--- src/logic/ppsw_regs.svh ---
// Register offsets, field positions, reset values and counts for the power-state and wake block.
// Assumes a 32-bit classic Wishbone slave with word-aligned byte addresses.
`ifndef PPSW_REGS_SVH
`define PPSW_REGS_SVH
`define PPSW_ADR_POWER_CTRL 8'h00
`define PPSW_ADR_CMD 8'h04
`define PPSW_ADR_WAKE_CTRL 8'h08
`define PPSW_ADR_RX_FILTER 8'h0c
`define PPSW_ADR_STATUS 8'h10
`define PPSW_ADR_PATTERN 8'h14
`define PPSW_ADR_PAT_CLEAR 8'h18
`define PPSW_PS_LO 0
`define PPSW_PME_EN_BIT 8
`define PPSW_PME_STAT_BIT 15
`define PPSW_CMD_IO_BIT 0
`define PPSW_CMD_MEM_BIT 1
`define PPSW_CMD_MST_BIT 2
`define PPSW_WK_LINK_EN 0
`define PPSW_WK_MAGIC_EN 1
`define PPSW_WK_PAT_EN 2
`define PPSW_WK_LINK_SEEN 4
`define PPSW_WK_MAGIC_SEEN 5
`define PPSW_WK_PAT_SEEN 6
`define PPSW_CFG_D1_BIT 9
`define PPSW_CFG_D2_BIT 10
`define PPSW_PAT_DEPTH 256
`define PPSW_PAT_AW 8
`define PPSW_PAT_END 8'h00
`define PPSW_CRC_INIT 32'hffffffff
`define PPSW_CRC_POLY 32'hedb88320
`define PPSW_CRC_BYTES 3'h4
`define PPSW_ZERO32 32'h00000000
`endif

--- src/logic/ppsw_pkg.sv ---
// Types shared by the power-state and wake block.
// Assumes nothing beyond the register header.
package ppsw_pkg;
	typedef enum logic [1:0] {PPSW_D0, PPSW_D1, PPSW_D2, PPSW_D3} ppsw_pstate_t;
	typedef struct packed {
		logic io;
		logic mem;
		logic cfg;
		logic master;
	} ppsw_access_t;
	typedef struct packed {
		logic valid;
		logic sof;
		logic eof;
		logic [7:0] data;
	} ppsw_rx_byte_t;
endpackage

--- src/logic/ppsw_pat_mem.sv ---
// Byte memory holding the wake patterns; read data comes from a register.
// Assumes one write and one read port on a single clock.
`timescale 1ns/10ps
`include "ppsw_regs.svh"
module ppsw_pat_mem
(
	input wire logic clk_i,
	input wire logic we_i,
	input wire logic [7:0] waddr_i,
	input wire logic [7:0] wdata_i,
	input wire logic [7:0] raddr_i,
	output logic [7:0] rdata_o
);
	logic [7:0] mem [0:`PPSW_PAT_DEPTH-1];
	always_ff @(posedge clk_i)
	begin
		if (we_i)
			mem[waddr_i] <= wdata_i;
		rdata_o <= mem[raddr_i];
	end
endmodule

--- src/logic/ppsw_crc.sv ---
// Byte-wide Ethernet CRC-32 step, reflected form, combinational.
// Assumes the caller holds the running remainder.
`timescale 1ns/10ps
`include "ppsw_regs.svh"
module ppsw_crc
(
	input wire logic [31:0] crc_i,
	input wire logic [7:0] data_i,
	output logic [31:0] crc_o
);
	always_comb
	begin
		logic [31:0] c;
		c = crc_i ^ {24'h000000, data_i};
		for (int i = 0; i < 8; i++)
			c = c[0] ? ((c >> 1) ^ `PPSW_CRC_POLY) : (c >> 1);
		crc_o = c;
	end
endmodule

--- src/logic/ppsw_top.sv ---
// Power-state manager and wake-event detector with a Wishbone register slave.
// Assumes received bytes arrive with frame markers and an address-filter verdict at frame end.
// Notes on behaviour
// - Reset or exit from deep sleep gives uninitialised D0 answering configuration only.
// - With decode and master enables set, D0 answers I/O, memory, config and masters.
// - In D0 the wake event pin is never asserted after the first cycle.
// - Light sleep only when its EEPROM support bit is set; return is immediate.
// - Partial sleep only when its EEPROM support bit is set; returns faster than D3.
// - In sleep states only configuration accesses are answered.
// - In sleep states wake and link events are detected and signalled.
// - Entering deep sleep clears PME enable, command bits and receive filter; wake enables and patterns are kept.
// - Pattern, magic-frame and link wakes each pass only when enabled.
// - Pattern enable has no effect in D0.
// - An enabled pattern match sets its seen bit and, with PME enable set, the wake pin.
// - Each frame is checked against the first stored pattern and must pass address filtering.
// - A pattern is skip/include byte pairs, an end marker and four CRC bytes.
// - Each pair skips frame bytes then feeds bytes into the CRC.
// - Byte 00 ends a pattern; the next four bytes are the expected CRC.
// - Ethernet polynomial CRC equal to the stored value declares a match.
`timescale 1ns/10ps
`include "ppsw_regs.svh"
module ppsw_top
(
	input wire logic clk_i,
	input wire logic rst_i,
	input wire logic wb_cyc_i,
	input wire logic wb_stb_i,
	input wire logic wb_we_i,
	input wire logic [7:0] wb_adr_i,
	input wire logic [3:0] wb_sel_i,
	input wire logic [31:0] wb_dat_i,
	output logic [31:0] wb_dat_o,
	output logic wb_ack_o,
	input wire logic [15:0] eeprom_config_word_i,
	input wire ppsw_pkg::ppsw_rx_byte_t rx_i,
	input wire logic rx_addr_pass_i,
	input wire logic magic_frame_i,
	input wire logic link_change_i,
	output ppsw_pkg::ppsw_access_t access_o,
	output logic wake_event_out_n_o,
	output logic config_initialised_o
);
	// ==================== Register slave ====================
	ppsw_pkg::ppsw_pstate_t power_state_field;
	logic pme_enable;
	logic pme_status;
	logic io_decode_enable;
	logic mem_decode_enable;
	logic master_enable;
	logic [2:0] wake_enables;
	logic link_seen;
	logic magic_seen;
	logic pattern_wake_seen;
	logic [3:0] rx_filter_register;
	logic [7:0] pat_wptr;
	logic cfg_init;
	logic [31:0] next_rdata;
	wire req = wb_cyc_i & wb_stb_i & ~wb_ack_o;
	wire wr = req & wb_we_i;
	wire wr_lo = wr & wb_sel_i[0];
	wire wr_hi = wr & wb_sel_i[1];
	wire wr_pwr = wr & (wb_adr_i == `PPSW_ADR_POWER_CTRL);
	wire wr_cmd = wr_lo & (wb_adr_i == `PPSW_ADR_CMD);
	wire wr_wake = wr_lo & (wb_adr_i == `PPSW_ADR_WAKE_CTRL);
	wire wr_filt = wr_lo & (wb_adr_i == `PPSW_ADR_RX_FILTER);
	wire wr_pat = wr_lo & (wb_adr_i == `PPSW_ADR_PATTERN);
	wire wr_pclr = wr_lo & (wb_adr_i == `PPSW_ADR_PAT_CLEAR);
	wire [1:0] req_state = wb_dat_i[`PPSW_PS_LO+1:`PPSW_PS_LO];
	wire d1_ok = eeprom_config_word_i[`PPSW_CFG_D1_BIT];
	wire d2_ok = eeprom_config_word_i[`PPSW_CFG_D2_BIT];
	// Unsupported light or partial sleep requests are ignored, leaving the state unchanged.
	wire state_ok = (req_state != 2'h1 || d1_ok) && (req_state != 2'h2 || d2_ok);
	wire ps_write = wr_pwr & wb_sel_i[0] & state_ok;
	wire enter_d3 = ps_write & (req_state == 2'h3) & (power_state_field != ppsw_pkg::PPSW_D3);
	wire leave_d3 = ps_write & (req_state == 2'h0) & (power_state_field == ppsw_pkg::PPSW_D3);
	wire asleep = power_state_field != ppsw_pkg::PPSW_D0;
	// ==================== Wake sources ====================
	logic pat_match;
	wire pat_hit = pat_match & asleep & wake_enables[`PPSW_WK_PAT_EN];
	wire magic_hit = magic_frame_i & asleep & wake_enables[`PPSW_WK_MAGIC_EN];
	wire link_hit = link_change_i & asleep & wake_enables[`PPSW_WK_LINK_EN];
	wire any_hit = pat_hit | magic_hit | link_hit;
	wire clr_pme = wr_hi & wr_pwr & wb_dat_i[`PPSW_PME_STAT_BIT];
	always_ff @(posedge clk_i)
	begin
		if (rst_i)
			power_state_field <= ppsw_pkg::PPSW_D0;
		else if (ps_write)
			power_state_field <= ppsw_pkg::ppsw_pstate_t'(req_state);
	end
	always_ff @(posedge clk_i)
	begin
		if (rst_i || enter_d3)
		begin
			pme_enable <= 1'b0;
			io_decode_enable <= 1'b0;
			mem_decode_enable <= 1'b0;
			master_enable <= 1'b0;
			rx_filter_register <= 4'h0;
			cfg_init <= 1'b0;
		end
		else
		begin
			if (wr_hi && wr_pwr)
				pme_enable <= wb_dat_i[`PPSW_PME_EN_BIT];
			if (wr_cmd)
			begin
				io_decode_enable <= wb_dat_i[`PPSW_CMD_IO_BIT];
				mem_decode_enable <= wb_dat_i[`PPSW_CMD_MEM_BIT];
				master_enable <= wb_dat_i[`PPSW_CMD_MST_BIT];
				cfg_init <= 1'b1;
			end
			if (wr_filt)
				rx_filter_register <= wb_dat_i[3:0];
		end
	end
	// Event flags: the hardware set wins over a software clear in the same cycle.
	always_ff @(posedge clk_i)
	begin
		if (rst_i)
		begin
			wake_enables <= 3'h0;
			link_seen <= 1'b0;
			magic_seen <= 1'b0;
			pattern_wake_seen <= 1'b0;
			pme_status <= 1'b0;
		end
		else
		begin
			if (wr_wake)
				wake_enables <= wb_dat_i[`PPSW_WK_PAT_EN:`PPSW_WK_LINK_EN];
			link_seen <= link_hit | (link_seen & ~(wr_wake & wb_dat_i[`PPSW_WK_LINK_SEEN]));
			magic_seen <= magic_hit | (magic_seen & ~(wr_wake & wb_dat_i[`PPSW_WK_MAGIC_SEEN]));
			pattern_wake_seen <= pat_hit
				| (pattern_wake_seen & ~(wr_wake & wb_dat_i[`PPSW_WK_PAT_SEEN]));
			pme_status <= any_hit | (pme_status & ~clr_pme);
		end
	end
	// The pin follows status and enable a cycle later, and is forced off from the second cycle of D0.
	always_ff @(posedge clk_i)
	begin
		if (rst_i)
			wake_event_out_n_o <= 1'b1;
		else
			wake_event_out_n_o <= ~(pme_status & pme_enable & asleep);
	end
	always_ff @(posedge clk_i)
	begin
		if (rst_i)
			access_o <= '0;
		else
		begin
			access_o.cfg <= 1'b1;
			access_o.io <= ~asleep & io_decode_enable;
			access_o.mem <= ~asleep & mem_decode_enable;
			access_o.master <= ~asleep & master_enable;
		end
	end
	always_ff @(posedge clk_i)
	begin
		if (rst_i || leave_d3)
			config_initialised_o <= 1'b0;
		else
			config_initialised_o <= cfg_init;
	end
	always_comb
	begin
		unique case (wb_adr_i)
			`PPSW_ADR_POWER_CTRL:
				next_rdata = {16'h0000, pme_status, 6'h00, pme_enable, 6'h00, power_state_field};
			`PPSW_ADR_CMD:
				next_rdata = {29'h0, master_enable, mem_decode_enable, io_decode_enable};
			`PPSW_ADR_WAKE_CTRL:
				next_rdata = {25'h0, pattern_wake_seen, magic_seen, link_seen, 1'b0, wake_enables};
			`PPSW_ADR_RX_FILTER:
				next_rdata = {28'h0, rx_filter_register};
			`PPSW_ADR_STATUS:
				next_rdata = {23'h0, cfg_init, pat_wptr};
			default:
				next_rdata = `PPSW_ZERO32;
		endcase
	end
	// Every address is answered in the cycle after the request; unmapped reads give zero.
	always_ff @(posedge clk_i)
	begin
		if (rst_i)
		begin
			wb_ack_o <= 1'b0;
			wb_dat_o <= `PPSW_ZERO32;
		end
		else
		begin
			wb_ack_o <= req;
			wb_dat_o <= req ? next_rdata : `PPSW_ZERO32;
		end
	end
	// ==================== Pattern store ====================
	always_ff @(posedge clk_i)
	begin
		if (rst_i || wr_pclr)
			pat_wptr <= 8'h00;
		else if (wr_pat)
			pat_wptr <= pat_wptr + 8'h01;
	end
	// ==================== Pattern matcher ====================
	// Only the first stored pattern is evaluated per frame, to keep one CRC engine.
	// Received bytes must be spaced by at least two idle cycles while a frame is walked.
	typedef enum logic [2:0] {M_IDLE, M_FETCH, M_SKIP, M_TAKE, M_CRC, M_DONE} ppsw_mstate_t;
	ppsw_mstate_t mstate;
	logic [7:0] raddr;
	logic [7:0] rbyte;
	logic [7:0] count;
	logic [31:0] crc;
	logic [31:0] expect_crc;
	logic [2:0] crc_n;
	logic [31:0] next_crc;
	logic fetch_wait;
	logic [7:0] pend;
	logic eof_seen;
	logic eof_pass;
	wire rxb = rx_i.valid & asleep;
	ppsw_pat_mem u_mem
	(
		.clk_i(clk_i),
		.we_i(wr_pat),
		.waddr_i(pat_wptr),
		.wdata_i(wb_dat_i[7:0]),
		.raddr_i(raddr),
		.rdata_o(rbyte)
	);
	ppsw_crc u_crc
	(
		.crc_i(crc),
		.data_i(rx_i.data),
		.crc_o(next_crc)
	);
	always_ff @(posedge clk_i)
	begin
		if (rst_i)
		begin
			mstate <= M_IDLE;
			raddr <= 8'h00;
			count <= 8'h00;
			crc <= `PPSW_CRC_INIT;
			expect_crc <= `PPSW_ZERO32;
			crc_n <= 3'h0;
			fetch_wait <= 1'b0;
			pat_match <= 1'b0;
			pend <= 8'h00;
			eof_seen <= 1'b0;
			eof_pass <= 1'b0;
		end
		else
		begin
			pat_match <= 1'b0;
			// The frame end is latched so that the expected CRC may still be fetched after it.
			if (rxb && rx_i.eof)
			begin
				eof_seen <= 1'b1;
				eof_pass <= rx_addr_pass_i;
			end
			if (rxb && rx_i.sof)
			begin
				mstate <= M_FETCH;
				raddr <= 8'h00;
				crc <= `PPSW_CRC_INIT;
				crc_n <= 3'h0;
				fetch_wait <= 1'b1;
				pend <= 8'h01;
				eof_seen <= rx_i.eof;
			end
			else
			begin
				unique case (mstate)
					M_IDLE:
						mstate <= M_IDLE;
					M_FETCH:
						if (fetch_wait)
							fetch_wait <= 1'b0;
						else if (rbyte == `PPSW_PAT_END)
						begin
							mstate <= M_CRC;
							raddr <= raddr + 8'h01;
							fetch_wait <= 1'b1;
						end
						else if (eof_seen)
							mstate <= M_IDLE;
						else
						begin
							// The first frame byte went by while the skip count was fetched.
							count <= rbyte - pend;
							pend <= 8'h00;
							mstate <= M_SKIP;
							raddr <= raddr + 8'h01;
							fetch_wait <= 1'b1;
						end
					M_SKIP:
						if (eof_seen && count != 8'h00)
							mstate <= M_IDLE;
						else if (fetch_wait)
						begin
							fetch_wait <= 1'b0;
							if (rxb && count != 8'h00)
								count <= count - 8'h01;
						end
						else if (count == 8'h00)
						begin
							count <= rbyte;
							mstate <= M_TAKE;
							raddr <= raddr + 8'h01;
						end
						else if (rxb)
							count <= count - 8'h01;
					M_TAKE:
						if (count == 8'h00)
						begin
							mstate <= M_FETCH;
							fetch_wait <= 1'b1;
						end
						else if (eof_seen)
							mstate <= M_IDLE;
						else if (rxb)
						begin
							crc <= next_crc;
							count <= count - 8'h01;
						end
					M_CRC:
						if (fetch_wait)
							fetch_wait <= 1'b0;
						else if (crc_n == `PPSW_CRC_BYTES)
							mstate <= M_DONE;
						else
						begin
							expect_crc <= {rbyte, expect_crc[31:8]};
							crc_n <= crc_n + 3'h1;
							raddr <= raddr + 8'h01;
							fetch_wait <= 1'b1;
						end
					M_DONE:
						if (eof_seen)
						begin
							pat_match <= eof_pass & (~crc == expect_crc);
							mstate <= M_IDLE;
						end
				endcase
			end
		end
	end
	// ==================== Checks ====================
	a_no_wake_d0: assert property (@(posedge clk_i) disable iff (rst_i)
		(power_state_field == ppsw_pkg::PPSW_D0) |=> wake_event_out_n_o)
		else $error("wake pin asserted in D0");
	a_sleep_no_io: assert property (@(posedge clk_i) disable iff (rst_i)
		asleep |=> !access_o.io && !access_o.mem)
		else $error("I/O or memory answered while asleep");
	a_d3_clears_cfg: assert property (@(posedge clk_i) disable iff (rst_i)
		enter_d3 |=> !io_decode_enable && !pme_enable && !cfg_init)
		else $error("configuration survived deep sleep entry");
	a_pat_sets_seen: assert property (@(posedge clk_i) disable iff (rst_i)
		pat_hit |=> pattern_wake_seen && pme_status)
		else $error("pattern hit not recorded");
	a_pat_d0_inert: assert property (@(posedge clk_i) disable iff (rst_i)
		!asleep |-> !pat_hit)
		else $error("pattern wake in D0");
	a_pme_holds: assert property (@(posedge clk_i) disable iff (rst_i)
		pme_status && !clr_pme |=> pme_status)
		else $error("event status dropped without clear");
	a_d1_gated: assert property (@(posedge clk_i) disable iff (rst_i)
		wr_pwr && wb_sel_i[0] && req_state == 2'h1 && !d1_ok
		|=> power_state_field == $past(power_state_field))
		else $error("unsupported light sleep entered");
	a_d2_gated: assert property (@(posedge clk_i) disable iff (rst_i)
		wr_pwr && wb_sel_i[0] && req_state == 2'h2 && !d2_ok
		|=> power_state_field == $past(power_state_field))
		else $error("unsupported partial sleep entered");
endmodule

--- config.mk ---
export PLATFORM = sky130hd
export DESIGN_NAME = ppsw_top
export DESIGN_NICKNAME = d
export VERILOG_FILES = /design/src/logic/ppsw_pkg.sv /design/src/logic/ppsw_pat_mem.sv /design/src/logic/ppsw_crc.sv /design/src/logic/ppsw_top.sv
export VERILOG_INCLUDE_DIRS = /design/src /design/src/logic
export SDC_FILE = /design/constraint.sdc
export NUM_CORES = 2
export LEC_CHECK = 0
export ABC_AREA = 1
export BUFFER_PORTS_ARGS = -buffer_cell sky130_fd_sc_hd__buf_4
export CAP_MARGIN = 40
export CELL_PAD_IN_SITES_DETAIL_PLACEMENT = 2
export CELL_PAD_IN_SITES_GLOBAL_PLACEMENT = 2
export CORE_AREA = 3 3 614 616
export DETAILED_ROUTE_END_ITERATION = 8
export DIE_AREA = 0 0 617 619
export GPL_TIMING_DRIVEN = 0
export PLACE_DENSITY = 0.53
export SLEW_MARGIN = 25
export SYNTH_ARGS = -nofsm -noshare
export SYNTH_HDL_FRONTEND = slang
export SYNTH_SLANG_ARGS = --single-unit
--- constraint.sdc ---
create_clock -name clk_i -period 2.5 [get_ports clk_i]
set_clock_uncertainty 0.05 [all_clocks]
set_input_delay 0.375 -clock clk_i [delete_from_list [all_inputs] [get_ports clk_i]]
set_output_delay 0.375 -clock clk_i [all_outputs]
set_load 0.01 [all_outputs]
==> flow_metrics.tcl <==
set metrics [dict create \
    outcome "complete, but fails checks" \
    violations "negative setup slack" \
    min_path_type "input port to register" \
    critPathMostFrequentCell "buf_12" \
    worst_path_max_delay_cell "o211ai_1" \
    cp_max_fo 7 \
    ant_nets 0 \
    wl_per_cell_um 37.25 \
    hpwlAfterDp_um 392400 \
    hold_violations 0 \
    nets 9763 \
    worst_slew_pin_slew_ns 1.140 \
    fin_crit_ns 3.136 \
    antenna_found_initial 93 \
    yosysWarnings 0 \
    start_kind "register" \
    fin_cells 14890 \
    grt_pass1_vias 77890 \
    gr-total-overflow 0 \
    gp_congestion 0.9396 \
    drive_above_1_share_pct 20.01 \
    cellLeakagePower_nw 44.93 \
    drt_iter0_drc 9326 \
    synth_cells 8713 \
    worstPathBufferInverterCount 6 \
    dpl_cell_area_um2 103300 \
    clkSinkCount 2190 \
    synth_area_um2 92890 \
    cp-end-kind "register" \
    grtUsageTotal_pct 28.05 \
    setup_ws_ns -0.6358 \
    rsz0062_at_grt "true" \
    cts_root_buf "clkbuf_16" \
    yosysSeqAreaShare_pct 69.27 \
    cts_max_level 5 \
    clkLatencyLatePin_ns 0.96 \
    worstPathCellList "buf_12, inv_16, buf_16, buf_12, buf_12, buf_16, nor2_1, o211ai_1, nand3_2, nand2_2, nand3_4, nand2_4, nand3_4, nand2_4" \
    grt_first_pass_wirelength_um 720700 \
    area_delta_synth_final_pct 30.89 \
    fmax_ghz 0.3189 \
    clk_pin_slew_ns 0.06 \
    power_density_nw_per_um2 1020 \
    max-slew-margin-rel_pct 24.00 \
    ys_ff_latch 2190 \
    drc 0 \
    die_y_um 619 \
    io_pins 118 \
    firstDrtPassIters 5 \
    setup_viol 273 \
    critPathMaxStageDelay_ns 0.70 \
    worst_ir_drop_vdd_mv 0.6038 \
    core_area_um2 371900 \
    placed_cells 13990 \
    wirelength_um 554600 \
    whs_ns 0.04772 \
    synth_edf_count 2048 \
    viasPerCell 5.176 \
    slew_violations 0 \
    yosysUniqueCellTypes 48 \
    required_ns 3.28 \
    initial_utilization_pct 24.98 \
    crit_family "simple AND/OR/NAND/NOR gates" \
    synthArstFlopShare_pct 0 \
    fill_cells 39560 \
    stdcell_area_um2 121600 \
    cts_made_buffers 279 \
    grt_max_degree 91 \
    clockBufferDepth 4 \
    dieArea_um2 381900 \
    io_buffer_count 57 \
    cts_tree "done" \
    path_class "register to register" \
    period_share_pct 125.4 \
    synthFlopType "edfxtp_1" \
    die_w_um 617 \
    fp-row-count 224 \
    maxCapViolations 0 \
    vias 77060 \
    cp.arrival_ns 3.91 \
    finalPower_w 0.1240 \
    syn_avg_cell_area_um2 10.66 \
]
==> routing by layer <==
layer  track usage [%]  vias to the layer above  share of wire (%)
met5                 0                        -              0.058
met4             15.82                       12                6.6
met3             4.729                     1015                7.3
met2             44.26                     3628                 45
met1             36.47                    40880                 41
li1                  -                    31520                  -
==> flip-flops by register name, summed over array words and instances, names as in the netlist, 2 cells and up <==
register	flops
wb_dat_o	10
wake_enables	3
u_mem.mem	2048
expect_crc	32
pat_wptr	8
u_mem.rdata_o	8
access_o	4
rx_filter_register	4
raddr	8
power_state_field	2
crc	32
crc_n	3
count	8
mstate	3
==> Yosys cell counts (11+ instances only) <==
library cell	count	area share (%)
a21oi_1	212	1.1
a31oi_1	11	0.074
buf_1	44	0.18
buf_2	159	0.86
buf_4	92	0.74
buf_6	37	0.45
clkbuf_1	182	0.74
dfxtp_1	142	3.1
edfxtp_1	2048	66
inv_1	553	2.2
nand2_1	2156	8.7
nand3_1	651	3.5
nand4_1	13	0.088
nor2_1	1388	5.6
nor3_1	14	0.075
o211ai_1	111	0.90
o21ai_0	612	3.3
o21ai_1	116	0.63
o22ai_1	15	0.10
or2_2	14	0.094
xnor2_1	11	0.10
xor2_1	60	0.57
==> where the power goes <==
group          total [W]  leakage (nW)  switching (W)  internal (W)
Clock             0.0389          4.06         0.0172        0.0217
Sequential        0.0406          19.6       0.000281        0.0403
Combinational     0.0445          21.3         0.0337        0.0108
==> final timing paths <==
kind,slack [ns],end,startpoint,depth (start not counted)
max,-0.64,u_mem.rdata_o[5]$_DFF_P_,raddr[0]$_SDFFE_PP0P_,14
min reg2reg,0.39,wake_event_out_n_o$_SDFF_PP1_,pme_enable$_SDFFE_PP0N_,1
max reg2reg,-0.64,u_mem.rdata_o[5]$_DFF_P_,raddr[0]$_SDFFE_PP0P_,14
min,0.05,io_decode_enable$_SDFFE_PP0P_,wb_adr_i[2],5
==> kinds of logic (layout without fill, tap and decap cells) <==
family | Yosys count | count (layout) | synth area share [%]
flops | 2190 | 2190 | 69.27
simple gates | 4263 | 4263 | 18.28
fa+ha+maj | 10 | 10 | 0.1347
other cells | 1 | 48 | 0.004037
xor+xnor | 74 | 74 | 0.7462
buf+inv | 1078 | 2233 | 5.244
compound gates | 1097 | 1097 | 6.323
==> worst min-delay path: stages <==
cell and delay, ns:
buf_4 0.13, nand3_1 0.18, nor2_2 0.12, nand3_1 0.09, a21oi_1 0.06
==> layout by cell type, fill, tap and decap left out, types with 70 or more instances in the layout <==
master / synthesis / layout
o21ai_0: 612 / 606
clkbuf_1: 182 / 116
clkinv_1: 5 / 72
edfxtp_1: 2048 / 2048
clkbuf_16: 0 / 302
a21oi_1: 212 / 198
o211ai_1: 111 / 111
nor2_1: 1388 / 1097
dfxtp_1: 142 / 137
nor2_4: 1 / 247
nand3_1: 651 / 560
o21ai_1: 116 / 120
buf_4: 92 / 380
buf_12: 0 / 155
inv_1: 553 / 544
clkbuf_2: 0 / 70
nand2_1: 2156 / 2075
buf_6: 37 / 213
==> final cells by class <==
cell class              count  area (um2)  area share [%]
clock buffers             349        7328           6.027
multi-input cells        5466       27000           22.21
inverters                 564        2175           1.789
plain buffers             513        4800           3.948
clock inverters           147        1050          0.8634
well taps                4972        6221           5.117
flip-flops and latches   2190       64350           52.92
repair buffers            660        8594           7.069
diodes                     26       65.06         0.05351
==> repair_timing <==
item	CTS	global route
hold buffers	31	0
endpoints found under the setup margin	2110	1132
hold endpoints to repair	396	0
buffers inserted	226	104
pin swaps	170	113
cloned	9	5
gates resized for setup	1067	267
==> through the flow <==
| step | setup TNS, ns | setup WS (ns) | util [%] |
|---|---|---|---|
| floorplan | 0 | 0.09842 | - |
| global placement | -6437.75 | -2.845 | 26.78 |
| detailed placement | -2764.01 | -1.914 | 27.79 |
| CTS | -5.272 | -0.5396 | 32.12 |
| global route | -28.76 | -0.5617 | 32.68 |
| finish | -11.45 | -0.6358 | 32.69 |
(Power assumes the default switching activity.)
